### config.mk
export PLATFORM = sky130hd
export DESIGN_NAME = pwc_ctrl
export DESIGN_NICKNAME = d
export VERILOG_FILES = /design/src/hw/pwc_pkg.sv /design/src/hw/pwc_ctrl.sv
export SDC_FILE = /design/constraint.sdc
export NUM_CORES = 1
export LEC_CHECK = 0
export BUFFER_PORTS_ARGS = -buffer_cell sky130_fd_sc_hd__buf_2
export CAP_MARGIN = 20
export CORE_AREA = 4 4 203 156
export DETAILED_ROUTE_END_ITERATION = 7
export DIE_AREA = 0 0 207 160
export SLEW_MARGIN = 20
export SYNTH_ARGS = -nofsm -noshare
export SYNTH_HDL_FRONTEND = slang
export SYNTH_SLANG_ARGS = --single-unit
### constraint.sdc
create_clock -name clk -period 7.6 [get_ports clk]
set_clock_uncertainty 0.1 [all_clocks]
set_input_delay 1.52 -clock clk [delete_from_list [all_inputs] [get_ports clk]]
set_output_delay 1.52 -clock clk [all_outputs]
set_load 0.005 [all_outputs]
### src/hw/pwc_pkg.sv
// What this block does
// RQ1 - Pause flow control on only after negotiation done, full duplex, pause chosen.
// RQ2 - Control frame recognised only by its Length/Type field.
// RQ3 - Only control opcode 0001h is acted on as a pause request.
// RQ4 - Pause time is a 16-bit unsigned count of slot times, 0 to 65535.
// RQ5 - Sender addresses pause to reserved multicast or our unicast address.
// RQ6 - Valid pause loads timer; paused state ends when timer reaches zero.
// RQ7 - A frame already leaving the MAC completes; pause never cuts it.
// RQ8 - No new frame starts later than one slot after nonzero pause.
// RQ9 - Pause time of zero ends paused state at once.
// RQ10 - Timer steps once per slot time; new pause reloads timer.
// RQ11 - Wake frame: address passes filter, CRC good, 6 FF then 16 addresses.
// RQ12 - Any one complete sync-plus-addresses pattern in a frame is enough.
// RQ13 - Wake enable is config control bit 18, loaded from EEPROM, driver writable.
// RQ14 - Enabled wake frame drives event output low and sets status bit 15.
// RQ15 - Full duplex: collision ignored, carrier only while receiving.
// RQ16 - Half duplex: collision on overlap, carrier on transmit or receive.
// RQ17 - D1: configuration access only, context kept, only wake events signalled.
// RQ18 - D2: configuration access only, no transmit or receive, not even wake.
// RQ19 - Leaving D3hot for D0 does an internal reset to power-up state; here PME status is kept.
// RQ20 - D3hot still answers configuration cycles while power and clock remain.
package pwc_pkg;
  localparam logic [15:0] CTRL_LEN_TYPE = 16'h8808;
  localparam logic [15:0] PAUSE_OPCODE = 16'h0001;
  localparam logic [47:0] PAUSE_MCAST = 48'h0180C2000001;
  localparam int SYNC_FF_COUNT = 6;
  localparam int ADDR_REPEATS = 16;
  localparam int WAKE_EN_BIT = 18;
  localparam int PME_STATUS_BIT = 15;
  // Register offsets of this block
  localparam logic [3:0] ADDR_CFG_CTRL = 4'h0;
  localparam logic [3:0] ADDR_PM_STATUS = 4'h1;
  localparam logic [3:0] ADDR_STATION_LO = 4'h2;
  localparam logic [3:0] ADDR_STATION_HI = 4'h3;
  localparam logic [3:0] ADDR_PAUSE_STAT = 4'h4;
  localparam logic [31:0] CFG_CTRL_RST = 32'h0000_0000;
  // Slot time in ns at 100 Mb/s and 10 Mb/s (512 bit times)
  localparam int CLK_NS = 8;
  localparam int SLOT_NS_100 = 5120;
  localparam int SLOT_NS_10 = 51200;
  localparam int SLOT_CYC_100 = SLOT_NS_100 / CLK_NS;
  localparam int SLOT_CYC_10 = SLOT_NS_10 / CLK_NS;
  typedef enum logic [1:0] {PS_D0, PS_D1, PS_D2, PS_D3HOT} pwc_pstate_type;
  typedef enum {PR_DA, PR_SA, PR_TYPE, PR_OP, PR_TIME, PR_REST}
    pwc_prx_type;
endpackage

### src/hw/pwc_ctrl.sv
// Design decisions made here: the strobed register port and the register offsets.
`timescale 1ns/1ps
`default_nettype none
module pwc_ctrl #(
  parameter int SLOT_CYC_10 = pwc_pkg::SLOT_CYC_10
) (
  // Clock and reset
  input wire logic clk,
  input wire logic rst,
  // Register port
  input wire logic [3:0] reg_addr,
  input wire logic [31:0] reg_wdata,
  input wire logic reg_wr,
  input wire logic reg_rd,
  output logic [31:0] reg_rdata,
  // EEPROM recall of config control bits 31..16
  input wire logic eeprom_load,
  input wire logic [15:0] eeprom_data,
  // Link status from negotiation
  input wire logic an_done,
  input wire logic link_full_duplex,
  input wire logic link_pause,
  input wire logic link_100,
  // Power state from host
  input wire logic [1:0] power_state,
  // Receive byte stream
  input wire logic rx_active,
  input wire logic rx_valid,
  input wire logic [7:0] rx_data,
  input wire logic rx_end,
  input wire logic rx_crc_ok,
  input wire logic rx_addr_ok,
  // Transmit handshake
  input wire logic tx_req,
  input wire logic tx_active,
  output logic tx_start,
  output logic paused,
  // Medium indications
  input wire logic phy_col,
  input wire logic phy_rx_crs,
  output logic mac_col,
  output logic mac_crs,
  // Power management
  output logic power_mgmt_event_n,
  output logic internal_rst,
  output logic net_rx_enable
);
  logic [31:0] cfg_r, cfg_nxt;
  logic pme_r, pme_nxt;
  logic [47:0] station_r, station_nxt;
  logic [15:0] timer_r, timer_nxt;
  logic [15:0] slot_cnt_r, slot_cnt_nxt;
  logic paused_r, paused_nxt;
  logic grace_r, grace_nxt;
  pwc_pkg::pwc_prx_type prx_r, prx_nxt;
  logic [5:0] pidx_r, pidx_nxt;
  logic [47:0] da_r, da_nxt;
  logic ctrl_ok_r, ctrl_ok_nxt;
  logic [15:0] ptime_r, ptime_nxt;
  logic op_ok_r, op_ok_nxt;
  logic [2:0] ff_cnt_r, ff_cnt_nxt;
  logic [6:0] wk_idx_r, wk_idx_nxt;
  logic wk_hit_r, wk_hit_nxt;
  logic [1:0] pst_r;
  logic [31:0] rdata_r, rdata_nxt;
  logic pause_en, slot_tick, pause_ok, d3_exit, wake_ok;
  logic [15:0] slot_len;

  function automatic logic [7:0] addr_byte(input logic [47:0] a,
                                           input logic [6:0] i);
    logic [2:0] k;
    k = 3'(i % 7'h06);
    addr_byte = a[8'(47 - 8 * k) -: 8];
  endfunction

  assign pause_en = an_done && link_full_duplex && link_pause; // RQ1
  assign slot_len = link_100 ? 16'(pwc_pkg::SLOT_CYC_100)
                             : 16'(SLOT_CYC_10);
  assign slot_tick = (slot_cnt_r == 16'h0000);
  // Leaving D3hot resets everything but the pin-reset-only state
  assign d3_exit = (pst_r == 2'(pwc_pkg::PS_D3HOT))
    && (power_state == 2'(pwc_pkg::PS_D0)); // RQ19
  assign net_rx_enable = (power_state == 2'(pwc_pkg::PS_D0))
    || (power_state == 2'(pwc_pkg::PS_D1)); // RQ17 RQ18
  assign internal_rst = d3_exit;
  // Pause frame complete and good at end of reception
  assign pause_ok = rx_end && rx_crc_ok && ctrl_ok_r && op_ok_r
    && pause_en && net_rx_enable && (power_state == 2'(pwc_pkg::PS_D0))
    && ((da_r == pwc_pkg::PAUSE_MCAST) || (da_r == station_r));
  assign wake_ok = rx_end && rx_crc_ok && rx_addr_ok && wk_hit_r
    && cfg_r[pwc_pkg::WAKE_EN_BIT] && net_rx_enable; // RQ11 RQ13
  // Grace lets a queued frame start within one slot; in-flight never cut
  assign tx_start = tx_req && !tx_active
    && (power_state == 2'(pwc_pkg::PS_D0))
    && (!paused_r || grace_r); // RQ7 RQ8
  assign paused = paused_r;
  assign mac_col = link_full_duplex ? 1'b0 : phy_col; // RQ15 RQ16
  assign mac_crs = link_full_duplex ? phy_rx_crs
                                    : (phy_rx_crs || tx_active); // RQ15 RQ16
  assign power_mgmt_event_n = !pme_r; // RQ14
  assign reg_rdata = rdata_r;

  // Receive parser for pause and wake patterns
  always_comb begin
    prx_nxt = prx_r;
    pidx_nxt = pidx_r;
    da_nxt = da_r;
    ctrl_ok_nxt = ctrl_ok_r;
    op_ok_nxt = op_ok_r;
    ptime_nxt = ptime_r;
    ff_cnt_nxt = ff_cnt_r;
    wk_idx_nxt = wk_idx_r;
    wk_hit_nxt = wk_hit_r;
    if (!rx_active || rx_end) begin
      prx_nxt = pwc_pkg::PR_DA;
      pidx_nxt = 6'h00;
      ctrl_ok_nxt = 1'b0;
      op_ok_nxt = 1'b0;
      ff_cnt_nxt = 3'h0;
      wk_idx_nxt = 7'h00;
      wk_hit_nxt = 1'b0;
    end else if (rx_valid && net_rx_enable) begin
      case (prx_r)
        pwc_pkg::PR_DA: begin
          da_nxt = {da_r[39:0], rx_data};
          pidx_nxt = pidx_r + 6'h01;
          if (pidx_r == 6'h05) begin
            prx_nxt = pwc_pkg::PR_SA;
            pidx_nxt = 6'h00;
          end
        end
        pwc_pkg::PR_SA: begin
          pidx_nxt = pidx_r + 6'h01;
          if (pidx_r == 6'h05) begin
            prx_nxt = pwc_pkg::PR_TYPE;
            pidx_nxt = 6'h00;
          end
        end
        pwc_pkg::PR_TYPE: begin
          pidx_nxt = pidx_r + 6'h01;
          if (pidx_r == 6'h00) begin
            ctrl_ok_nxt = (rx_data == pwc_pkg::CTRL_LEN_TYPE[15:8]);
          end else begin
            ctrl_ok_nxt = ctrl_ok_r
              && (rx_data == pwc_pkg::CTRL_LEN_TYPE[7:0]); // RQ2
            prx_nxt = pwc_pkg::PR_OP;
            pidx_nxt = 6'h00;
          end
        end
        pwc_pkg::PR_OP: begin
          pidx_nxt = pidx_r + 6'h01;
          if (pidx_r == 6'h00) begin
            op_ok_nxt = (rx_data == pwc_pkg::PAUSE_OPCODE[15:8]);
          end else begin
            op_ok_nxt = op_ok_r
              && (rx_data == pwc_pkg::PAUSE_OPCODE[7:0]); // RQ3
            prx_nxt = pwc_pkg::PR_TIME;
            pidx_nxt = 6'h00;
          end
        end
        pwc_pkg::PR_TIME: begin
          ptime_nxt = {ptime_r[7:0], rx_data}; // RQ4
          pidx_nxt = pidx_r + 6'h01;
          if (pidx_r == 6'h01) begin
            prx_nxt = pwc_pkg::PR_REST;
          end
        end
        pwc_pkg::PR_REST: begin
        end
        default: prx_nxt = pwc_pkg::PR_DA;
      endcase
      // Wake pattern scan over the whole frame; run of FF may exceed six
      if (wk_idx_r != 7'h00) begin
        if (rx_data == addr_byte(station_r, wk_idx_r - 7'h01)) begin
          if (wk_idx_r == 7'(pwc_pkg::ADDR_REPEATS * 6)) begin
            wk_hit_nxt = 1'b1; // RQ12
            wk_idx_nxt = 7'h00;
          end else begin
            wk_idx_nxt = wk_idx_r + 7'h01;
          end
          ff_cnt_nxt = 3'h0;
        end else begin
          wk_idx_nxt = 7'h00;
          ff_cnt_nxt = (rx_data == 8'hFF) ? 3'h1 : 3'h0;
        end
      end else if (rx_data == 8'hFF) begin
        if (ff_cnt_r != 3'(pwc_pkg::SYNC_FF_COUNT)) begin
          ff_cnt_nxt = ff_cnt_r + 3'h1;
        end
      end else if (ff_cnt_r == 3'(pwc_pkg::SYNC_FF_COUNT)
                   && rx_data == addr_byte(station_r, 7'h00)) begin
        wk_idx_nxt = 7'h02; // RQ11
        ff_cnt_nxt = 3'h0;
      end else begin
        ff_cnt_nxt = 3'h0;
      end
    end
  end

  // Pause timer
  always_comb begin
    timer_nxt = timer_r;
    paused_nxt = paused_r;
    grace_nxt = grace_r;
    slot_cnt_nxt = slot_tick ? (slot_len - 16'h0001)
                             : (slot_cnt_r - 16'h0001);
    if (!pause_en) begin
      paused_nxt = 1'b0;
      timer_nxt = 16'h0000;
      grace_nxt = 1'b0;
    end else if (pause_ok) begin
      timer_nxt = ptime_r; // RQ6 RQ10
      paused_nxt = (ptime_r != 16'h0000); // RQ9
      grace_nxt = !paused_r && (ptime_r != 16'h0000);
      slot_cnt_nxt = slot_len - 16'h0001;
    end else if (paused_r && slot_tick) begin
      grace_nxt = 1'b0; // RQ8
      timer_nxt = timer_r - 16'h0001; // RQ10
      if (timer_r == 16'h0001) begin
        paused_nxt = 1'b0; // RQ6
      end
    end
  end

  // Registers and wake status
  always_comb begin
    cfg_nxt = cfg_r;
    pme_nxt = pme_r;
    station_nxt = station_r;
    rdata_nxt = 32'h0000_0000;
    if (eeprom_load) begin
      cfg_nxt[31:16] = eeprom_data; // RQ13
    end
    if (reg_wr) begin
      case (reg_addr)
        pwc_pkg::ADDR_CFG_CTRL: cfg_nxt = reg_wdata; // RQ13
        pwc_pkg::ADDR_PM_STATUS: begin
          if (reg_wdata[pwc_pkg::PME_STATUS_BIT]) begin
            pme_nxt = 1'b0;
          end
        end
        pwc_pkg::ADDR_STATION_LO: station_nxt[31:0] = reg_wdata;
        pwc_pkg::ADDR_STATION_HI: station_nxt[47:32] = reg_wdata[15:0];
        default: ;
      endcase
    end
    if (wake_ok) begin
      pme_nxt = 1'b1; // RQ14
    end
    if (reg_rd) begin
      case (reg_addr)
        pwc_pkg::ADDR_CFG_CTRL: rdata_nxt = cfg_r;
        pwc_pkg::ADDR_PM_STATUS:
          rdata_nxt[pwc_pkg::PME_STATUS_BIT] = pme_r;
        pwc_pkg::ADDR_STATION_LO: rdata_nxt = station_r[31:0];
        pwc_pkg::ADDR_STATION_HI: rdata_nxt = {16'h0000, station_r[47:32]};
        pwc_pkg::ADDR_PAUSE_STAT: rdata_nxt = {15'h0000, paused_r, timer_r};
        default: rdata_nxt = 32'h0000_0000;
      endcase
    end
  end

  // Power state tracker survives internal reset so exit is seen once
  always_ff @(posedge clk or posedge rst) begin
    if (rst) begin
      pst_r <= 2'(pwc_pkg::PS_D0);
    end else begin
      pst_r <= power_state;
    end
  end

  // PME status is kept across the D3hot exit so the wake stays visible
  always_ff @(posedge clk or posedge rst) begin
    if (rst) begin
      pme_r <= 1'b0;
      rdata_r <= 32'h0000_0000;
    end else begin
      pme_r <= pme_nxt;
      rdata_r <= rdata_nxt; // RQ20
    end
  end

  always_ff @(posedge clk or posedge rst) begin
    if (rst) begin
      cfg_r <= pwc_pkg::CFG_CTRL_RST;
      station_r <= 48'h0000_0000_0000;
      timer_r <= 16'h0000;
      slot_cnt_r <= 16'h0000;
      paused_r <= 1'b0;
      grace_r <= 1'b0;
      prx_r <= pwc_pkg::PR_DA;
      pidx_r <= 6'h00;
      da_r <= 48'h0000_0000_0000;
      ctrl_ok_r <= 1'b0;
      op_ok_r <= 1'b0;
      ptime_r <= 16'h0000;
      ff_cnt_r <= 3'h0;
      wk_idx_r <= 7'h00;
      wk_hit_r <= 1'b0;
    end else if (d3_exit) begin
      cfg_r <= pwc_pkg::CFG_CTRL_RST; // RQ19
      station_r <= 48'h0000_0000_0000;
      timer_r <= 16'h0000;
      slot_cnt_r <= 16'h0000;
      paused_r <= 1'b0;
      grace_r <= 1'b0;
      prx_r <= pwc_pkg::PR_DA;
      pidx_r <= 6'h00;
      da_r <= 48'h0000_0000_0000;
      ctrl_ok_r <= 1'b0;
      op_ok_r <= 1'b0;
      ptime_r <= 16'h0000;
      ff_cnt_r <= 3'h0;
      wk_idx_r <= 7'h00;
      wk_hit_r <= 1'b0;
    end else begin
      cfg_r <= cfg_nxt;
      station_r <= station_nxt;
      timer_r <= timer_nxt;
      slot_cnt_r <= slot_cnt_nxt;
      paused_r <= paused_nxt;
      grace_r <= grace_nxt;
      prx_r <= prx_nxt;
      pidx_r <= pidx_nxt;
      da_r <= da_nxt;
      ctrl_ok_r <= ctrl_ok_nxt;
      op_ok_r <= op_ok_nxt;
      ptime_r <= ptime_nxt;
      ff_cnt_r <= ff_cnt_nxt;
      wk_idx_r <= wk_idx_nxt;
      wk_hit_r <= wk_hit_nxt;
    end
  end
endmodule
`default_nettype wire

* Yosys cells after proc, flatten, opt, wreduce, memory -nomap -nowiden
Cells that the tools add are included.
** Storage, ports and cells
- Memories :: 0
- Bits in latches :: 0
- Output and inout bits :: 39
- Bits of input ports :: 80
- Bits in read-only memories :: 0
- Memory bits (writable) :: 0
- Register bits :: 264
- Word-level logic and storage cells :: 231
** Operators by class
- Shift-type cells :: 1
- Bitwise logic cells :: 0
- Equal/unequal tests :: 36
- Add/sub/neg operators :: 8
- Div/mod/pow operators :: 1
- Order comparisons :: 0
- Reduce and logical (&&, ||, !) cells :: 74
- Mux-type cells :: 91
- Multipliers :: 0
** Operators with widths (count)
- 32-bit two-way mux :: 13
- 48-bit two-way mux :: 6
- 16-bit two-way mux :: 14
- 32-bit one-hot mux with 6 select lines :: 1
- 32-bit by 2-bit == test with 1-bit output, second input constant :: 2
- 32-bit by 3-bit == test with 1-bit output, second input constant :: 2
- 15-bit one-hot mux with 4 select lines :: 1
- 7-bit two-way mux :: 8
- 55-bit by 9-bit variable part select with 8-bit output :: 1
- 48-bit by 41-bit == test with 1-bit output, second input constant :: 1
- 48-bit == test :: 1
- 16-bit one-hot mux with 3 select lines :: 1
- 1-bit two-way mux :: 33
- 32-bit by 1-bit == test with 1-bit output, second input constant :: 1
- 32-bit logical NOT :: 1
- 16-bit by 1-bit subtractor with 16-bit output, second input constant :: 2
- 6-bit two-way mux :: 5
- 4-bit inequality test, second input constant :: 6
- 1-bit logical AND :: 23
- 2-bit nonzero test :: 10
- 3-bit two-way mux :: 6
- 6-bit one-hot mux with 3 select lines :: 1
- 3-bit nonzero test :: 6
- 16-bit by 1-bit == test with 1-bit output, second input constant :: 1
- 42 further kinds :: 65

* Logic depth before layout (Yosys ltp)
- Depth in word-level cells :: 10
- Mapped depth :: 30
- Depth with buffers taken out :: 25

* Least setup slack after synthesis
Ideal clock, no wire load.
- Path kind :: register -> register
- Start :: register wk_idx_r[0]
- End :: register ff_cnt_r[0]
- Setup time :: 0.120 ns
- Path slack :: 1.274 ns
- Path buffers :: 4
- Arrival :: 6.106 ns
- Data required time :: 7.380 ns
- Period minus slack after synthesis :: 6.326 ns
- Stages on the path, launching flop included :: 30
- Path through :: dfrtp_1 -> buf_2 -> buf_2 -> inv_1 -> ha_1 -> nor3b_2 -> a2bb2oi_1 -> a311o_1 -> and2_4 -> a211oi_2 -> inv_2 -> ha_1 -> a221o_1 -> and3b_1 -> buf_2 -> a31oi_2 -> nor2_2 -> clkinv_4 -> ha_1 -> clkbuf_1 -> inv_1 -> a211oi_1 -> nor3_1 -> a221oi_1 -> nand3_1 -> a31oi_1 -> o211ai_1 -> a221oi_4 -> nand3_2 -> a31o_1
** On the way
- Cells in the longest elaborated chain, start to end :: 10
** Ends and longest elaborated chain
- start: declaration :: line pwc_ctrl.sv:62 : logic [6:0] wk_idx_r, wk_idx_nxt;
- start signal: assignment :: line pwc_ctrl.sv:330 : wk_idx_r <= wk_idx_nxt;
- 7-bit by 1-bit subtractor with 7-bit output :: line pwc_ctrl.sv:174 : if (rx_data == addr_byte(station_r, wk_idx_r - 7'h01)) begin
- 7-bit by 3-bit remainder unit with 7-bit output :: line pwc_ctrl.sv:72 : k = 3'(i % 7'h06);
- 6-bit by 6-bit subtractor with 7-bit output :: line pwc_ctrl.sv:73 : addr_byte = a[8'(47 - 8 * k) -: 8];
- 55-bit by 9-bit variable part select with 8-bit output :: line pwc_ctrl.sv:73
- 8-bit == test :: line pwc_ctrl.sv:174
- 1-bit two-way mux :: line pwc_ctrl.sv:174
- 3-bit two-way mux :: line pwc_ctrl.sv:173 : if (wk_idx_r != 7'h00) begin
- 3-bit two-way mux :: line pwc_ctrl.sv:122 : end else if (rx_valid && net_rx_enable) begin
- 3-bit two-way mux :: line pwc_ctrl.sv:114 : if (!rx_active || rx_end) begin
- 3-bit two-way mux :: line pwc_ctrl.sv:300 : end else if (d3_exit) begin
- end signal: assignment :: line pwc_ctrl.sv:329 : ff_cnt_r <= ff_cnt_nxt;
- end: declaration :: line pwc_ctrl.sv:61 : logic [2:0] ff_cnt_r, ff_cnt_nxt;
Parallel ways exist; a longest one is shown, timed or not. The select of a mux whose other input is x is not followed.
A chain may end at the register's enable or synchronous reset.

* Worst setup path after layout
- Start :: register wk_idx_r[1]
- End :: register ff_cnt_r[0]
The elaborated chain is that of the path after synthesis.

==> reports/metrics.yaml <==
status:
  run_status: "complete, no violations"
final_layout:
  drive_gt1_share_pct: 14.0
  num-fill-cells: 2851
  layout.core_utilization_pct: 50.7
  layout-area-overhead-vs-synth_pct: 14.2
  layout.nets: 1656
  antenna_cells_inserted: 0
grt:
  pin_count_of_the_biggest_net_entering_global_routing: 112
  track_usage_pct: 25.2
  grt_use_met2_pct: 35.4
  global_route_wire_length_before_repair_um: 67200
  gr-usage-met3_pct: 4.30
  grt.busiest_layer: "met1"
  grtUsageMet1_pct: 40.3
  antenna_violations_before_repair: 0
  first_global_vias: 11100
  global_route.overflow_total: 0
route:
  vias_per_cell: 5.99
  wl_um: 43000
  vias: 11900
  post_route_antenna_net_violation_count: 0
  drt-wirelength-per-cell_um: 21.7
  drt_iter0_markers: 1227
  drc: 0
  drt_pass1_iterations: 6
critical_path:
  crit_path_max_fanout: 13
  critical_path.reg2reg.endpoint: "ff_cnt_r[0]$_DFFE_PP0P_"
  critical_path_required_ns: 7.93
  r2r-start: "wk_idx_r[1]$_DFFE_PP0P_"
  path_class: "register to register"
  worst_setup_path_end_kind: "register"
  worst_setup_sp_type: "register"
  critical_path_arrival_ns: 7.13
  reg2reg_slack_ns: 0.79
  worstRegToRegCells: 25
timing:
  relSlewSlack_pct: 30.2
  unrepaired_setup_endpoints_after_global_routing: "false"
  timing.final.crit_period_ns: 6.81
  fmax_ghz: 0.147
  setup-violations-final: 0
  worst_pin_slew_ns: 1.04
  final_layout_setup_total_negative_slack_ns: 0
  timing.final.hold_violations: 0
  timing.hold.ws_ns: 0.403
  final.period_utilization_pct: 89.6
  report.final.slew_viol_count: 0
hold_path:
  hold_class: "register to register"
  hold_path_startpoint: "wk_hit_r$_DFFE_PP0P_"
  holdPathStages: 2
  timing.hold.worst_endpoint: "wk_hit_r$_DFFE_PP0P_"
power_and_ir_drop:
  power.static_leakage_uw: 0.00646
  power-per-cell-area_nw_per_um2: 249
  vdd_ir_drop_max_v: 0.000182
synthesis:
  ys_warn_count: 0
  synth.top_cells.by_area: "sky130_fd_sc_hd__dfrtp_1, sky130_fd_sc_hd__nand2_1, sky130_fd_sc_hd__a21oi_1, sky130_fd_sc_hd__xnor2_1, sky130_fd_sc_hd__mux2i_1"
  postSynth.asyncResetShare_pct: 100
  postSynthNetCount: 1596
  synthCells: 1502
  synth-xor-area-share_pct: 5.91
  yosys.area_share.adder_pct: 1.33
  syn-cell-area_um2: 13200
  synth_flop_cell: "sky130_fd_sc_hd__dfrtp_1"
  synth.area.mux_share_pct: 4.72
  compound_gate_fraction_of_synth_area_pct: 17.1
  synth_area_per_cell_um2: 8.79
  yosys_register_bits: 235
  main_combinational_cell_family_by_area_after_synthesis: "simple AND/OR/NAND/NOR gates"
  ys_types: 98
  synth_edf_count: 0
  synth_most_common_cell: "sky130_fd_sc_hd__nand2_1"
  yosysSeqAreaShare_pct: 44.6
  synthTopCellsByCount: "sky130_fd_sc_hd__nand2_1, sky130_fd_sc_hd__dfrtp_1, sky130_fd_sc_hd__a21oi_1"
  synthesized_area_fraction_occupied_by_and_or_nand_nor_cells_pct: 22.6
  cell_taking_the_most_area_after_synthesis: "sky130_fd_sc_hd__dfrtp_1"
  synth_largest_type_area_fraction_pct: 44.6
die:
  start_util_pct: 44.4
  count_of_standard_cell_rows: 55
  fp.dieW_um: 207
  dieArea_um2: 33100
  vertical_extent_of_the_die_um: 160
  ioPinCount: 119
  placeableCoreArea_um2: 29700
clock_tree:
  cts_post_setup_buffers_inserted: 0
  tritoncts: "done"
  cts_buffers: 25
  root_buffer: "sky130_fd_sc_hd__clkbuf_16"
  clock_sink_count: 235
  cts_buffer_depth: 3
  clk_pin_slew_ns: 0.06
  post_cts_resize_count: 0
  cts_hold_buffers: 0
  clock_tree.htree_level_count: 1
  clk-insertion-delay-late_ns: 0.56
placed_design:
  hpwlAfterDp_um: 30700
  count_of_buffers_from_port_buffering: 118
  gp_routability_congestion: 0.955
job:
  cap_viol_max_count: 0
[layout by cell type, fill, tap and decap left out, types with 28 or more instances in the layout]
master and count:
sky130_fd_sc_hd__nor3_1 37, sky130_fd_sc_hd__buf_2 118, sky130_fd_sc_hd__o21ai_0 28, sky130_fd_sc_hd__mux2i_1 51
sky130_fd_sc_hd__dfrtp_1 235, sky130_fd_sc_hd__nor2_1 119, sky130_fd_sc_hd__a21oi_1 160, sky130_fd_sc_hd__xnor2_1 76
sky130_fd_sc_hd__nand3_1 41, sky130_fd_sc_hd__nand2_1 299, sky130_fd_sc_hd__a211oi_1 33
[worst max-delay path, cell delays in order, from the launching register on]
cell and delay [ns]:
sky130_fd_sc_hd__dfrtp_1 0.54, sky130_fd_sc_hd__inv_1 0.12, sky130_fd_sc_hd__ha_1 0.43, sky130_fd_sc_hd__nor3b_2 0.49, sky130_fd_sc_hd__mux2i_1 0.16, sky130_fd_sc_hd__a311o_1 0.37
sky130_fd_sc_hd__and2_4 0.17, sky130_fd_sc_hd__a211oi_2 0.37, sky130_fd_sc_hd__inv_2 0.12, sky130_fd_sc_hd__ha_1 0.22, sky130_fd_sc_hd__a221o_1 0.29, sky130_fd_sc_hd__and3b_1 0.36
sky130_fd_sc_hd__a31oi_2 0.17, sky130_fd_sc_hd__nor2_2 0.27, sky130_fd_sc_hd__clkinv_4 0.13, sky130_fd_sc_hd__ha_1 0.31, sky130_fd_sc_hd__inv_1 0.13, sky130_fd_sc_hd__a211oi_1 0.32
sky130_fd_sc_hd__nor3_1 0.08, sky130_fd_sc_hd__a221oi_1 0.26, sky130_fd_sc_hd__nand3_1 0.12, sky130_fd_sc_hd__a31oi_1 0.16, sky130_fd_sc_hd__o211ai_1 0.17, sky130_fd_sc_hd__a221oi_4 0.46
sky130_fd_sc_hd__nand3_2 0.18, sky130_fd_sc_hd__a31o_1 0.21
[metal layers]
metal / part of all wire [%] / up-vias
li1: - / 5468
met1: 47 / 5866
met2: 42 / 474
met3: 8.8 / 58
met4: 2.5 / 0
met5: 0 / -
[through the flow]
| stage | total power, uW | worst slack, ns | instances | cell area [um^2] |
|---|---|---|---|---|
| after floorplan | 2050 | 1.27 | 1502 | 13200 |
| after global placement | 2280 | 0.982 | 1933 | 14000 |
| after detailed placement | 2290 | 0.779 | 1933 | 14000 |
| after CTS | 3770 | 0.773 | 1979 | 15000 |
| after global routing | 3930 | 0.203 | 1980 | 15100 |
| final | 3760 | 0.793 | 1980 | 15100 |
[how the worst max path moves through the flow]
| stage | startpoint | to | slack (ns) |
|---|---|---|---|
| floorplan | wk_idx_r[0]$_DFFE_PP0P_ | ff_cnt_r[0]$_DFFE_PP0P_ | 1.27 |
| detailed placement | wk_idx_r[1]$_DFFE_PP0P_ | wk_idx_r[4]$_DFFE_PP0P_ | 0.78 |
| CTS | wk_idx_r[0]$_DFFE_PP0P_ | wk_idx_r[4]$_DFFE_PP0P_ | 0.77 |
| global route | wk_idx_r[1]$_DFFE_PP0P_ | ff_cnt_r[0]$_DFFE_PP0P_ | 0.20 |
| finish | wk_idx_r[1]$_DFFE_PP0P_ | ff_cnt_r[0]$_DFFE_PP0P_ | 0.79 |
| global placement | wk_idx_r[0]$_DFFE_PP0P_ | wk_idx_r[4]$_DFFE_PP0P_ | 0.98 |
[cells by family after synthesis]
family,count (synthesis)
xor+xnor,89
fa+ha+maj,14
compound gates,342
mux,59
simple gates,637
buf+inv,126
flops,235
[layout make-up]
type                       count  area, um^2  share of cell area, %
multi-input combinational   1141        6860                   45.5
sequential                   235        5880                   39.0
tap                          399         499                   3.31
clock buffer                  31         688                   4.57
timing repair buffer         132         721                   4.78
inverter                      27         113                  0.748
clock inverter                15         304                   2.02
[registers in the layout, indices dropped and copies added, names as in the netlist, 6 cells and up]
register,count
reg_rdata,32
wk_idx_r,7
timer_r,16
cfg_r,32
da_r,48
ptime_r,16
pidx_r,6
slot_cnt_r,16
station_r,48
[power breakdown]
group | switching (uW) | internal, uW | leakage, uW
Clock | 550 | 922 | 0.000483
Combinational | 465 | 311 | 0.00280
Sequential | 149 | 1360 | 0.00318
Power figures use the tool's default switching activity.
